===== src/design/rxq_consts.svh =====
// register offsets, field positions and reset values of the receive control bank
`ifndef RXQ_CONSTS_SVH
`define RXQ_CONSTS_SVH

`define RXQ_OFS_BOOST 8'h03
`define RXQ_OFS_LOW_RATE 8'h0d
`define RXQ_OFS_BYP_PD 8'h13
`define RXQ_OFS_OVERRIDE 8'h2d
`define RXQ_OFS_DELIVERED 8'h52
`define RXQ_OFS_IRQ_STATUS 8'h54
`define RXQ_OFS_IRQ_ENABLE 8'h56
`define RXQ_OFS_CHAN_CTRL 8'hff

`define RXQ_RST_BOOST 8'h80
`define RXQ_RST_LOW_RATE 8'h00
`define RXQ_RST_BYP_PD 8'h90
`define RXQ_RST_OVERRIDE 8'h88
`define RXQ_RST_IRQ_ENABLE 8'h00
`define RXQ_RST_CHAN_CTRL 8'h00

`define RXQ_BIT_CDR_LOCK 6
`define RXQ_BIT_DET1 5
`define RXQ_BIT_DET0 4
`define RXQ_BIT_EYE 3
`define RXQ_BIT_CDR_LOSS 2
`define RXQ_BIT_LOSS1 1
`define RXQ_BIT_LOSS0 0
`define RXQ_BIT_SIGDET_LIVE 7

`define RXQ_BIT_AUTO_BYPASS 0
`define RXQ_BIT_DET0_PD 6
`define RXQ_BIT_DET1_PD 5
`define RXQ_BIT_EQ_PD 3
`define RXQ_BIT_LATE_BYPASS 1
`define RXQ_BIT_BOOST_OVR 3
`define RXQ_BIT_LOS_SEL 5

`define RXQ_FRAME_BITS 5'd16
`define RXQ_ADDR_DONE 5'd8

`endif


===== src/design/rxq_pkg.sv =====
// state types of the receive control bank and its serial port
`default_nettype none
package rxq_pkg;

	typedef struct packed
	{
		logic sclk_q;
		logic [4:0] cnt;
		logic [15:0] sh_in;
		logic [7:0] sh_out;
		logic rd;
		logic [6:0] addr;
		logic [7:0] wdata;
		logic wr_pulse;
		logic rd_pulse;
		logic miso;
		logic miso_oe;
	} rxq_spi_state_t;

	typedef struct packed
	{
		logic [7:0] boost;
		logic [7:0] low_rate;
		logic [7:0] byp_pd;
		logic [7:0] override;
		logic [7:0] irq_en;
		logic [7:0] chan_ctrl;
		logic [6:0] flags;
		logic cdr_q;
		logic det0_q;
		logic det1_q;
		logic eye_q;
		logic [7:0] delivered;
		logic full_bypass;
		logic late_bypass;
		logic det0_pd;
		logic det1_pd;
		logic eq0_pd;
		logic eq1_pd;
		logic irq;
		logic los;
	} rxq_state_t;

endpackage
`default_nettype wire


===== src/design/rxq_spi_slave.sv =====
// serial management port: 16-bit frames, read flag, 7-bit address, data
`timescale 1ns/10ps
`default_nettype none
`include "rxq_consts.svh"

module rxq_spi_slave
	import rxq_pkg::*;
(
	input wire logic clk,
	input wire logic arst_n,
	input wire logic sclk,
	input wire logic ss_n,
	input wire logic mosi,
	output logic miso,
	output logic miso_oe,
	input wire logic [7:0] rd_data,
	output logic rd_pulse,
	output logic wr_pulse,
	output logic [6:0] addr,
	output logic [7:0] wdata
);

	rxq_spi_state_t s_reg;
	rxq_spi_state_t s_next;

	logic rise;
	logic fall;
	logic [15:0] shifted;

	// ------------------------------------------------------------
	// frame decode
	// ------------------------------------------------------------
	always_comb
	begin
		s_next = s_reg;
		s_next.sclk_q = sclk;
		s_next.wr_pulse = 1'b0;
		s_next.rd_pulse = 1'b0;
		rise = sclk & ~s_reg.sclk_q;
		fall = ~sclk & s_reg.sclk_q;
		shifted = {s_reg.sh_in[14:0], mosi};
		if (ss_n)
		begin
			s_next.cnt = 5'd0;
			s_next.miso_oe = 1'b0;
			s_next.miso = 1'b0;
		end
		else
		begin
			if (rise && s_reg.cnt < `RXQ_FRAME_BITS)
			begin
				s_next.sh_in = shifted;
				s_next.cnt = s_reg.cnt + 5'd1;
				if (s_reg.cnt == `RXQ_ADDR_DONE - 5'd1)
				begin
					s_next.rd = shifted[7];
					s_next.addr = shifted[6:0];
					s_next.rd_pulse = shifted[7];
				end
				if (s_reg.cnt == `RXQ_FRAME_BITS - 5'd1 && !s_reg.rd)
				begin
					s_next.wdata = shifted[7:0];
					s_next.wr_pulse = 1'b1;
				end
			end
			// read data is latched the cycle after the address completes
			if (s_reg.rd_pulse)
			begin
				s_next.sh_out = rd_data;
				s_next.miso = rd_data[7];
				s_next.miso_oe = 1'b1;
			end
			// no shift on the falling edge of the last address bit
			else if (fall && s_reg.miso_oe && s_reg.cnt > `RXQ_ADDR_DONE)
			begin
				s_next.sh_out = {s_reg.sh_out[6:0], 1'b0};
				s_next.miso = s_reg.sh_out[6];
			end
		end
	end

	always_ff @(posedge clk or negedge arst_n)
	begin
		if (!arst_n)
			s_reg <= '0;
		else
			s_reg <= s_next;
	end

	assign miso = s_reg.miso;
	assign miso_oe = s_reg.miso_oe;
	assign rd_pulse = s_reg.rd_pulse;
	assign wr_pulse = s_reg.wr_pulse;
	assign addr = s_reg.addr;
	assign wdata = s_reg.wdata;

endmodule
`default_nettype wire


===== src/design/rxq_regs.sv =====
// receive equalizer control and interrupt mask register bank
`timescale 1ns/10ps
`default_nettype none
`include "rxq_consts.svh"

module rxq_regs
	import rxq_pkg::*;
(
	input wire logic clk,
	input wire logic arst_n,
	input wire logic sclk,
	input wire logic ss_n,
	input wire logic mosi,
	output logic miso,
	output logic miso_oe,
	input wire logic cdr_locked,
	input wire logic input0_signal_detect,
	input wire logic input1_signal_detect,
	input wire logic eye_threshold_reached,
	input wire logic selected_input,
	input wire logic low_rate_detected,
	input wire logic adapt_running,
	input wire logic [7:0] adapt_boost,
	output logic [7:0] boost_to_eq,
	output logic eq_full_bypass,
	output logic late_stage_bypass,
	output logic input0_detector_powerdown,
	output logic input1_detector_powerdown,
	output logic input0_eq_powerdown,
	output logic input1_eq_powerdown,
	output logic irq,
	output logic los_pin
);

	rxq_state_t s_reg;
	rxq_state_t s_next;

	logic rd_pulse;
	logic wr_pulse;
	logic [6:0] addr;
	logic [7:0] wdata;
	logic [7:0] rd_data;
	logic [7:0] full_addr;
	logic [6:0] events;
	logic sigdet_sel;
	logic status_read;

	// ------------------------------------------------------------
	// serial port
	// ------------------------------------------------------------
	rxq_spi_slave u_port (
		.clk(clk),
		.arst_n(arst_n),
		.sclk(sclk),
		.ss_n(ss_n),
		.mosi(mosi),
		.miso(miso),
		.miso_oe(miso_oe),
		.rd_data(rd_data),
		.rd_pulse(rd_pulse),
		.wr_pulse(wr_pulse),
		.addr(addr),
		.wdata(wdata)
	);

	assign full_addr = {1'b0, addr};

	// ------------------------------------------------------------
	// read mux
	// ------------------------------------------------------------
	always_comb
	begin
		sigdet_sel = selected_input ? input1_signal_detect
			: input0_signal_detect;
		unique case (full_addr)
			`RXQ_OFS_BOOST:
				rd_data = s_reg.boost;
			`RXQ_OFS_LOW_RATE:
				rd_data = s_reg.low_rate;
			`RXQ_OFS_BYP_PD:
				rd_data = s_reg.byp_pd;
			`RXQ_OFS_OVERRIDE:
				rd_data = s_reg.override;
			`RXQ_OFS_DELIVERED:
				rd_data = s_reg.delivered;
			// live detect on top of sticky flags
			`RXQ_OFS_IRQ_STATUS:
				rd_data = {sigdet_sel, s_reg.flags};
			`RXQ_OFS_IRQ_ENABLE:
				rd_data = s_reg.irq_en;
			// seven address bits reach 0x7f at most, so the top bit drops
			(`RXQ_OFS_CHAN_CTRL & 8'h7f):
				rd_data = s_reg.chan_ctrl;
			default:
				rd_data = 8'h00;
		endcase
	end

	// ------------------------------------------------------------
	// next state
	// ------------------------------------------------------------
	always_comb
	begin
		s_next = s_reg;
		s_next.cdr_q = cdr_locked;
		s_next.det0_q = input0_signal_detect;
		s_next.det1_q = input1_signal_detect;
		s_next.eye_q = eye_threshold_reached;

		events = '0;
		events[`RXQ_BIT_CDR_LOCK] = cdr_locked & ~s_reg.cdr_q;
		events[`RXQ_BIT_DET1] = input1_signal_detect & ~s_reg.det1_q;
		events[`RXQ_BIT_DET0] = input0_signal_detect & ~s_reg.det0_q;
		events[`RXQ_BIT_EYE] = eye_threshold_reached & ~s_reg.eye_q;
		events[`RXQ_BIT_CDR_LOSS] = ~cdr_locked & s_reg.cdr_q;
		events[`RXQ_BIT_LOSS1] = ~input1_signal_detect & s_reg.det1_q;
		events[`RXQ_BIT_LOSS0] = ~input0_signal_detect & s_reg.det0_q;

		// read clears, a same-cycle event still sets
		status_read = rd_pulse && full_addr == `RXQ_OFS_IRQ_STATUS;
		s_next.flags = (status_read ? 7'h00 : s_reg.flags) | events;

		if (wr_pulse)
		begin
			unique case (full_addr)
				`RXQ_OFS_BOOST:
					s_next.boost = wdata;
				`RXQ_OFS_LOW_RATE:
					s_next.low_rate = wdata;
				`RXQ_OFS_BYP_PD:
					s_next.byp_pd = wdata;
				`RXQ_OFS_OVERRIDE:
					s_next.override = wdata;
				`RXQ_OFS_IRQ_ENABLE:
					s_next.irq_en = wdata;
				(`RXQ_OFS_CHAN_CTRL & 8'h7f):
					s_next.chan_ctrl = wdata;
				default:
					s_next.chan_ctrl = s_reg.chan_ctrl;
			endcase
		end

		// adaptation wins over a software write
		if (adapt_running)
			s_next.boost = adapt_boost;

		// written boost used only under override
		s_next.delivered = s_next.override[`RXQ_BIT_BOOST_OVR]
			? s_next.boost : adapt_boost;

		s_next.late_bypass = s_next.byp_pd[`RXQ_BIT_LATE_BYPASS];
		// auto bypass only at the low rate
		s_next.full_bypass = s_next.low_rate[`RXQ_BIT_AUTO_BYPASS]
			& low_rate_detected & ~s_next.late_bypass;

		s_next.det0_pd = s_next.byp_pd[`RXQ_BIT_DET0_PD];
		s_next.det1_pd = s_next.byp_pd[`RXQ_BIT_DET1_PD];
		s_next.eq0_pd = selected_input ? 1'b1
			: s_next.byp_pd[`RXQ_BIT_EQ_PD];
		s_next.eq1_pd = selected_input ? s_next.byp_pd[`RXQ_BIT_EQ_PD]
			: 1'b1;

		// any enabled flag raises the interrupt
		s_next.irq = |(s_next.flags & s_next.irq_en[6:0]);
		// pin carries interrupt or loss indication
		s_next.los = s_next.chan_ctrl[`RXQ_BIT_LOS_SEL] ? s_next.irq
			: ~sigdet_sel;
	end

	// ------------------------------------------------------------
	// state register
	// ------------------------------------------------------------
	always_ff @(posedge clk or negedge arst_n)
	begin
		if (!arst_n)
		begin
			s_reg <= '0;
			s_reg.boost <= `RXQ_RST_BOOST;
			s_reg.low_rate <= `RXQ_RST_LOW_RATE;
			// reserved bits 7 and 4 come up set
			s_reg.byp_pd <= `RXQ_RST_BYP_PD;
			s_reg.override <= `RXQ_RST_OVERRIDE;
			s_reg.irq_en <= `RXQ_RST_IRQ_ENABLE;
			s_reg.chan_ctrl <= `RXQ_RST_CHAN_CTRL;
			s_reg.delivered <= `RXQ_RST_BOOST;
			s_reg.eq1_pd <= 1'b1;
			s_reg.los <= 1'b1;
		end
		else
			s_reg <= s_next;
	end

	assign late_stage_bypass = s_reg.late_bypass;
	assign boost_to_eq = s_reg.delivered;
	assign eq_full_bypass = s_reg.full_bypass;
	assign input0_detector_powerdown = s_reg.det0_pd;
	assign input1_detector_powerdown = s_reg.det1_pd;
	assign input0_eq_powerdown = s_reg.eq0_pd;
	assign input1_eq_powerdown = s_reg.eq1_pd;
	assign irq = s_reg.irq;
	assign los_pin = s_reg.los;

endmodule
`default_nettype wire


===== config.mk =====
export PLATFORM = sky130hd
export DESIGN_NAME = rxq_regs
export DESIGN_NICKNAME = d
export VERILOG_FILES = /design/src/design/rxq_pkg.sv /design/src/design/rxq_spi_slave.sv /design/src/design/rxq_regs.sv
export VERILOG_INCLUDE_DIRS = /design/src /design/src/design
export SDC_FILE = /design/constraint.sdc
export NUM_CORES = 1
export LEC_CHECK = 0
export BUFFER_PORTS_ARGS = -buffer_cell sky130_fd_sc_hd__buf_2
export CAP_MARGIN = 20
export CORE_MARGIN = 2
export CORE_UTILIZATION = 40
export CTS_CLUSTER_SIZE = 30
export DETAILED_ROUTE_END_ITERATION = 7
export SLEW_MARGIN = 20
export SYNTH_ARGS = -nofsm -noshare
export SYNTH_HDL_FRONTEND = slang
export SYNTH_SLANG_ARGS = --single-unit

===== constraint.sdc =====
create_clock -name clk -period 4.7 [get_ports clk]
set_input_delay 0.47 -clock clk [delete_from_list [all_inputs] [get_ports clk]]
set_output_delay 0.47 -clock clk [all_outputs]
set_load 0.01 [all_outputs]

==> summary.md, run 1 <==
| Metric | Value |
|---|---|
| Crit path required time | `4940 ps` |
| Top-count cell post-synth | `dfrtp_1` |
| Final core occ | `45.8%` |
| Die Wd | `119 um` |
| CTS Buf Count | `9` |
| Reg clk slew, reported paths | `70 ps` |
| Largest net degree at the start of global routing | `79` |
| CP max stage delay | `720 ps` |
| TritonRoute pass-1 iters | `4` |
| Synth top cells by count | `104 x dfrtp_1, 82 x mux2_2, 29 x nand2_1` |
| Pre-CTS WS | `1900 ps` |
| Die area | `14100 um^2` |
| Final wirelength | `12300 um` |
| Synth Register Bits | `112` |
| Final WS setup | `2070 ps` |
| Outcome | `finished clean` |
| Clock Skew | `7.51 ps` |
| Register area share after synthesis | `around 53%` |
| Syn nets | `448` |
| Most used DFF post-synth | `dfrtp_1` |
| Vias in the first global route | `3525` |
| Antenna violations before repair | `0` |
| Hold-fix buffers at CTS | `0` |
| Nets | `474` |
| CP Class | `register to register` |
| Fmax | `0.380 GHz` |
| IO buf count | `37` |
| Antenna Nets Post-Route | `0` |
| Fill cell count | `around 1200` |
| CP max FO | `10` |
| Share of cells above drive strength 1 | `a little over a third` |
| Final setup violating endpoints | `0` |
| Clock Latency Late Sink | `360 ps` |
| Final min period | `2630 ps` |
| Final setup TNS | `0 ps` |
| Row cnt | `41` |
| Post-synth top area share | `49.3%` |
| Number of synthesized flops with an enable pin | `0` |
| Max FFs per register | `59` |
| Total track usage | `18.4%` |
| PwrDens | `321 nW/um^2` |
| Async S/R FF share, synth | `100%` |
| CP Buf/Inv Count | `0` |
| Setup Fix Bufs, Post-CTS | `0` |
| RSZ-0062 raised after global routing | `false` |
| Critical path data arrival time | `2870 ps` |
| DR WL/cell | `19.6 um` |
| Final Hold Vio Count | `0` |
| CP endpoint kind | `register` |
| Pwr Total | `0.00188 W` |
| Grt total ovfl | `0` |
| TritonCTS clock tree | `yes` |
| DR iter-0 viols | `311` |
| Total vias in the final route | `approximately 3500` |
| First-pass GRT wire length | `between 15000 and 20000 um` |
| Detailed placer's ending HPWL | `8610 um` |
| Syn Inst Count | `~430` |
| CTS H-tree depth | `3` |
| Vias per Instance | `approximately 5.5` |
| Mapped Area | `between 5000 and 6000 um^2` |
| IO Pins | `38` |
| Leakage | `2.68 nW` |
| Initial Util | `between 40% and 50%` |
| Die H | `119 um` |
| CTS Buffer Depth | `2` |
| RD Place Congestion | `approximately 0.9` |
| Core area | `12800 um^2` |
| Crit-path slowest cell | `nor2b_1` |
| Critical path's top delay family | `simple AND/OR/NAND/NOR gates` |
| Area grow syn2layout | `10.8%` |
| Post-Syn Area per Cell | `12.4 um^2` |
| Critical-path cell list | `nor3b_1 -> nor2b_1 -> nand4_2 -> mux2_2` |
| Root Driver | `clkbuf_16` |
| Final slew viol count | `0` |
| Worst slew pin tran | `846 ps` |
| Distinct cells, synth | `66` |
| DRC viols | `0` |
| Max VDD drop | `0.219 mV` |
| Type of element launching the critical path | `register` |
| Clk sink count | `~110` |
| Worst relative slew slack | `43.6%` |
| Hold Crit Class | `input port to async pin` |
| Maxcap violations | `0` |
| Cell taking the most area after synthesis | `dfrtp_1` |
| Yosys Warn Count | `0` |
| Post-CTS Resized | `0` |
| Ant. Diodes | `0` |
| Ranking of synthesized cells by area | `dfrtp_1 49%, mux2_2 18%, dfstp_2 4.0%, nand2_1 2.1%, o21ai_0 1.9%` |
| Tcrit/Tclk final | `around 56%` |
-- cells by family after synthesis --
logic type      share of synthesized area (%)
compound gates                           11.2
buf+inv                                  3.77
mux                                      18.9
xor+xnor                                0.498
flops                                    53.3
simple gates                             11.6
fa+ha+maj                               0.711
-- layout make-up --
type                       count  area, um^2  share of cell area [%]
tap                          172         215                    3.68
sequential                   112        2810                    48.1
timing repair buffer          39         223                    3.81
clock inverter                 5        31.3                   0.535
clock buffer                  11         243                    4.15
inverter                      15        56.3                   0.963
multi-input combinational    274        2260                    38.7
-- worst paths after layout --
kind	cells past startpoint	slack, ps	startpoint	to
min reg2reg	1	480	u_port.s_reg[19]	u_port.s_reg[19]
max	4	2070	u_port.s_reg[48]	u_port.addr[1]
max reg2reg	4	2070	u_port.s_reg[48]	u_port.addr[1]
max in group asynchronous	3	3540	arst_n	los_pin
min in group clk	1	240	eye_threshold_reached	s_reg[16]
min	1	40	arst_n	u_port.s_reg[45]
-- routing by layer --
layer | track usage, % | wire, um | vias up
li1 | - | - | 1611
met1 | 25.5 | 5740 | 1782
met2 | 29.3 | 5860 | 81
met3 | 3.54 | 544 | 11
met4 | 5.58 | 180 | 0
met5 | 0 | 0 | -
-- metrics by stage --
stage / std cells / instance area [um^2] / hold WS, ps
finish: 628 / 5850 / 38.3
global route: 628 / 5850 / 62.2
CTS: 627 / 5820 / 226
detailed placement: 611 / 5540 / 468
global placement: 611 / 5540 / 473
floorplan: 425 / 5280 / 174
-- report_power, final --
group | switching (W) | internal [W] | total [W]
Clock | 0.000351 | 0.000374 | 0.000725
Combinational | 0.0000562 | 0.0000513 | 0.000107
Sequential | 0.0000384 | 0.00101 | 0.00105
-- placed cells by master (no fill, tap or decap), types with 8 or more instances in the layout --
| cell | instances |
|---|---|
| nand2_1 | 29 |
| dfstp_2 | 8 |
| o21ai_0 | 20 |
| dfrtp_1 | 104 |
| mux2_2 | 82 |
| clkbuf_16 | 9 |
| inv_1 | 15 |
| buf_2 | 36 |
| a22oi_1 | 12 |
| nor2_1 | 18 |
Power figures use the tool's default switching activity.
==> run 2, diff against run 1 <==
==> constraint.sdc (replaced) <==
create_clock -name clk -period 2.41 [get_ports clk]
set_input_delay 0.241 -clock clk [delete_from_list [all_inputs] [get_ports clk]]
set_output_delay 0.241 -clock clk [all_outputs]
set_load 0.01 [all_outputs]
==> run 2 against run 1 <==
Effect of this change: flip-flop and latch count is the same; sequential power grew 93%; clock power grew 100%; first-iteration DRC count shrank 22%; global-route usage grew 1.6 points; design area grew 3.5%; setup slack lost 1900 ps; via count grew 3.6%; routed wire length grew 7.9%; critical endpoint is now boost_to_eq[6]; largest cell class unchanged; largest power group unchanged.
==> summary.md, run 2 (synthesis gave the netlist of run 1 again) <==
| Metric | Value |
|---|---|
| Outcome | `finished clean` |
| Row cnt | `just over 40` |
| R2R cell count | `5` |
| Antenna violations before repair | `0` |
| Largest net degree at the start of global routing | `60` |
| TritonCTS clock tree | `yes` |
| Final WS setup | `164 ps` |
| Pre-CTS WS | `~120 ps` |
| Hold path startpoint | `selected_input` |
| Hold Crit Class | `input port to register` |
| Fin cells | `roughly 650` |
| Switching share of power | `between 20 and 25%` |
| Setup Fix Bufs, Post-CTS | `0` |
| Post-Layout Inst Area | `6050 um^2` |
| Final core occ | `47.4%` |
| Combinational share of power | `5.8%` |
| Placed insts | `approximately 630` |
| RD Place Congestion | `approximately 0.85` |
| Total track usage | `between 10% and 20%` |
| Final setup TNS | `0 ps` |
| Grt total ovfl | `0` |
| Final wirelength | `13300 um` |
| PwrDens | `613 nW/um^2` |
| Detailed placer's ending HPWL | `9490 um` |
| Core area | `12800 um^2` |
| Final setup violating endpoints | `0` |
| First-pass GRT wire length | `21300 um` |
| Critical path data arrival time | `2500 ps` |
| R2R Path End | `boost_to_eq[6]` |
| Reg power frac | `54.8%` |
| Clock Latency Late Sink | `360 ps` |
| Die area | `14100 um^2` |
| Switching power total | `0.000914 W` |
| Ant. Diodes | `0` |
| DRC viols | `0` |
| CTS Buf Count | `9` |
| Most frequent cells in the layout | `103 x dfrtp_1, 82 x mux2_2, 36 x buf_2, 29 x nand2_1, 22 x buf_4` |
| RSZ-0062 raised after global routing | `false` |
| Critical-path cell list | `or4b_4 -> nor2b_2 -> nand2_2 -> mux2_1 -> mux2_2` |
| Critical path's top delay family | `simple AND/OR/NAND/NOR gates` |
| Vias in the first global route | `3831` |
| CTS H-tree depth | `3` |
| Final min period | `approximately 2200 ps` |
| CP max stage delay | `approximately 610 ps` |
| Tcrit/Tclk final | `93.2%` |
| Reg clk slew, reported paths | `80 ps` |
| IO buf count | `37` |
| Int Pwr | `0.00279 W` |
| Hold path depth | `2` |
| CP max FO | `13` |
| Fmax | `0.445 GHz` |
| Crit-path slowest cell | `or4b_4` |
| Worst slew pin tran | `between 400 and 500 ps` |
| Area grow syn2layout | `14.7%` |
| Max VDD drop | `0.474 mV` |
| Vias per Instance | `5.53` |
| Antenna Nets Post-Route | `0` |
| Total vias in the final route | `3612` |
| Clock power share | `between 30% and 40%` |
| DR WL/cell | `20.4 um` |
| Worst r2r src | `u_port.addr[2]` |
| Post-DP Area | `roughly 5700 um^2` |
| Final Hold Vio Count | `0` |
| Nets | `~500` |
| Share of cells above drive strength 1 | `38.3%` |
| Maxcap violations | `0` |
| CP Class | `register to register` |
| Hold endpoint | `input1_eq_powerdown` |
| Clk sink count | `112` |
| IO Pins | `38` |
| Worst relative slew slack | `67.0%` |
| R2R Setup Slk | `160 ps` |
| CP Buf/Inv Count | `0` |
| Commonest non-fill, non-tap cell in the layout | `dfrtp_1` |
| Leakage | `2.80 nW` |
| TritonRoute pass-1 iters | `7` |
| Die Wd | `119 um` |
| Type of element launching the critical path | `register` |
| Root Driver | `clkbuf_16` |
| Initial Util | `41.3%` |
| Final slew viol count | `0` |
| CP endpoint kind | `register` |
| DR iter-0 viols | `about 240` |
| Crit path required time | `2660 ps` |
| Clock Skew | `12.3 ps` |
| Max FFs per register | `59` |
| CTS Buffer Depth | `2` |
| Die H | `119 um` |
[run 2: metal layers]
layer	vias to the layer above	global-route usage, %	wire, um
li1	1666	-	-
met1	1838	26.8	6170
met2	89	31.9	6300
met3	19	4.21	511
met4	0	7.74	314
met5	-	0	0
[run 2: timing repair]
item                                   in CTS  in global routing
hold buffers                                5                  0
gates resized for setup                     0                  2
endpoints found under the hold margin      32                  0
setup endpoints to repair                   0                  1
[run 2: worst reg2reg max path: cells and delay by family, from the launching register on]
kind          cells  cell delay [ps]
simple gates      3              980
mux               2              640
flops             1              510
[run 2: worst max-delay path by stage]
stage / start / end / depth (start not counted)
3_5_place_dp: u_port.addr[3] / irq / 5
6_report: u_port.addr[2] / boost_to_eq[6] / 5
5_1_grt: u_port.addr[1] / irq / 5
2_1_floorplan: u_port.addr[4] / boost_to_eq[0] / 6
4_1_cts: u_port.addr[3] / irq / 5
3_3_place_gp: u_port.addr[3] / irq / 5
[run 2: metrics by stage]
stage	power [W]	hold slack, ps
global route	0.00387	25.8
detailed placement	0.00228	210
CTS	0.00376	16.9
floorplan	0.00217	-54.6
global placement	0.00227	207
finish	0.00371	30.7
[run 2: power groups by stage]
stage / clock, W / combinational [W] / sequential [W]
after global placement: 0 / 0.000203 / 0.00207
after detailed placement: 0 / 0.000212 / 0.00207
after global routing: 0.00158 / 0.000245 / 0.00205
final: 0.00146 / 0.000215 / 0.00203
after CTS: 0.00151 / 0.000220 / 0.00203
after floorplan: 0 / 0.000127 / 0.00205
[run 2: final cells by class]
class	instances	area, um^2
Fill cell	1174	6720
Sequential cell	112	2810
Multi-Input combinational cell	274	2260
Timing Repair Buffer	64	415
Clock buffer	9	225
Tap cell	172	215
Clock inverter	7	61.3
Inverter	15	56.3
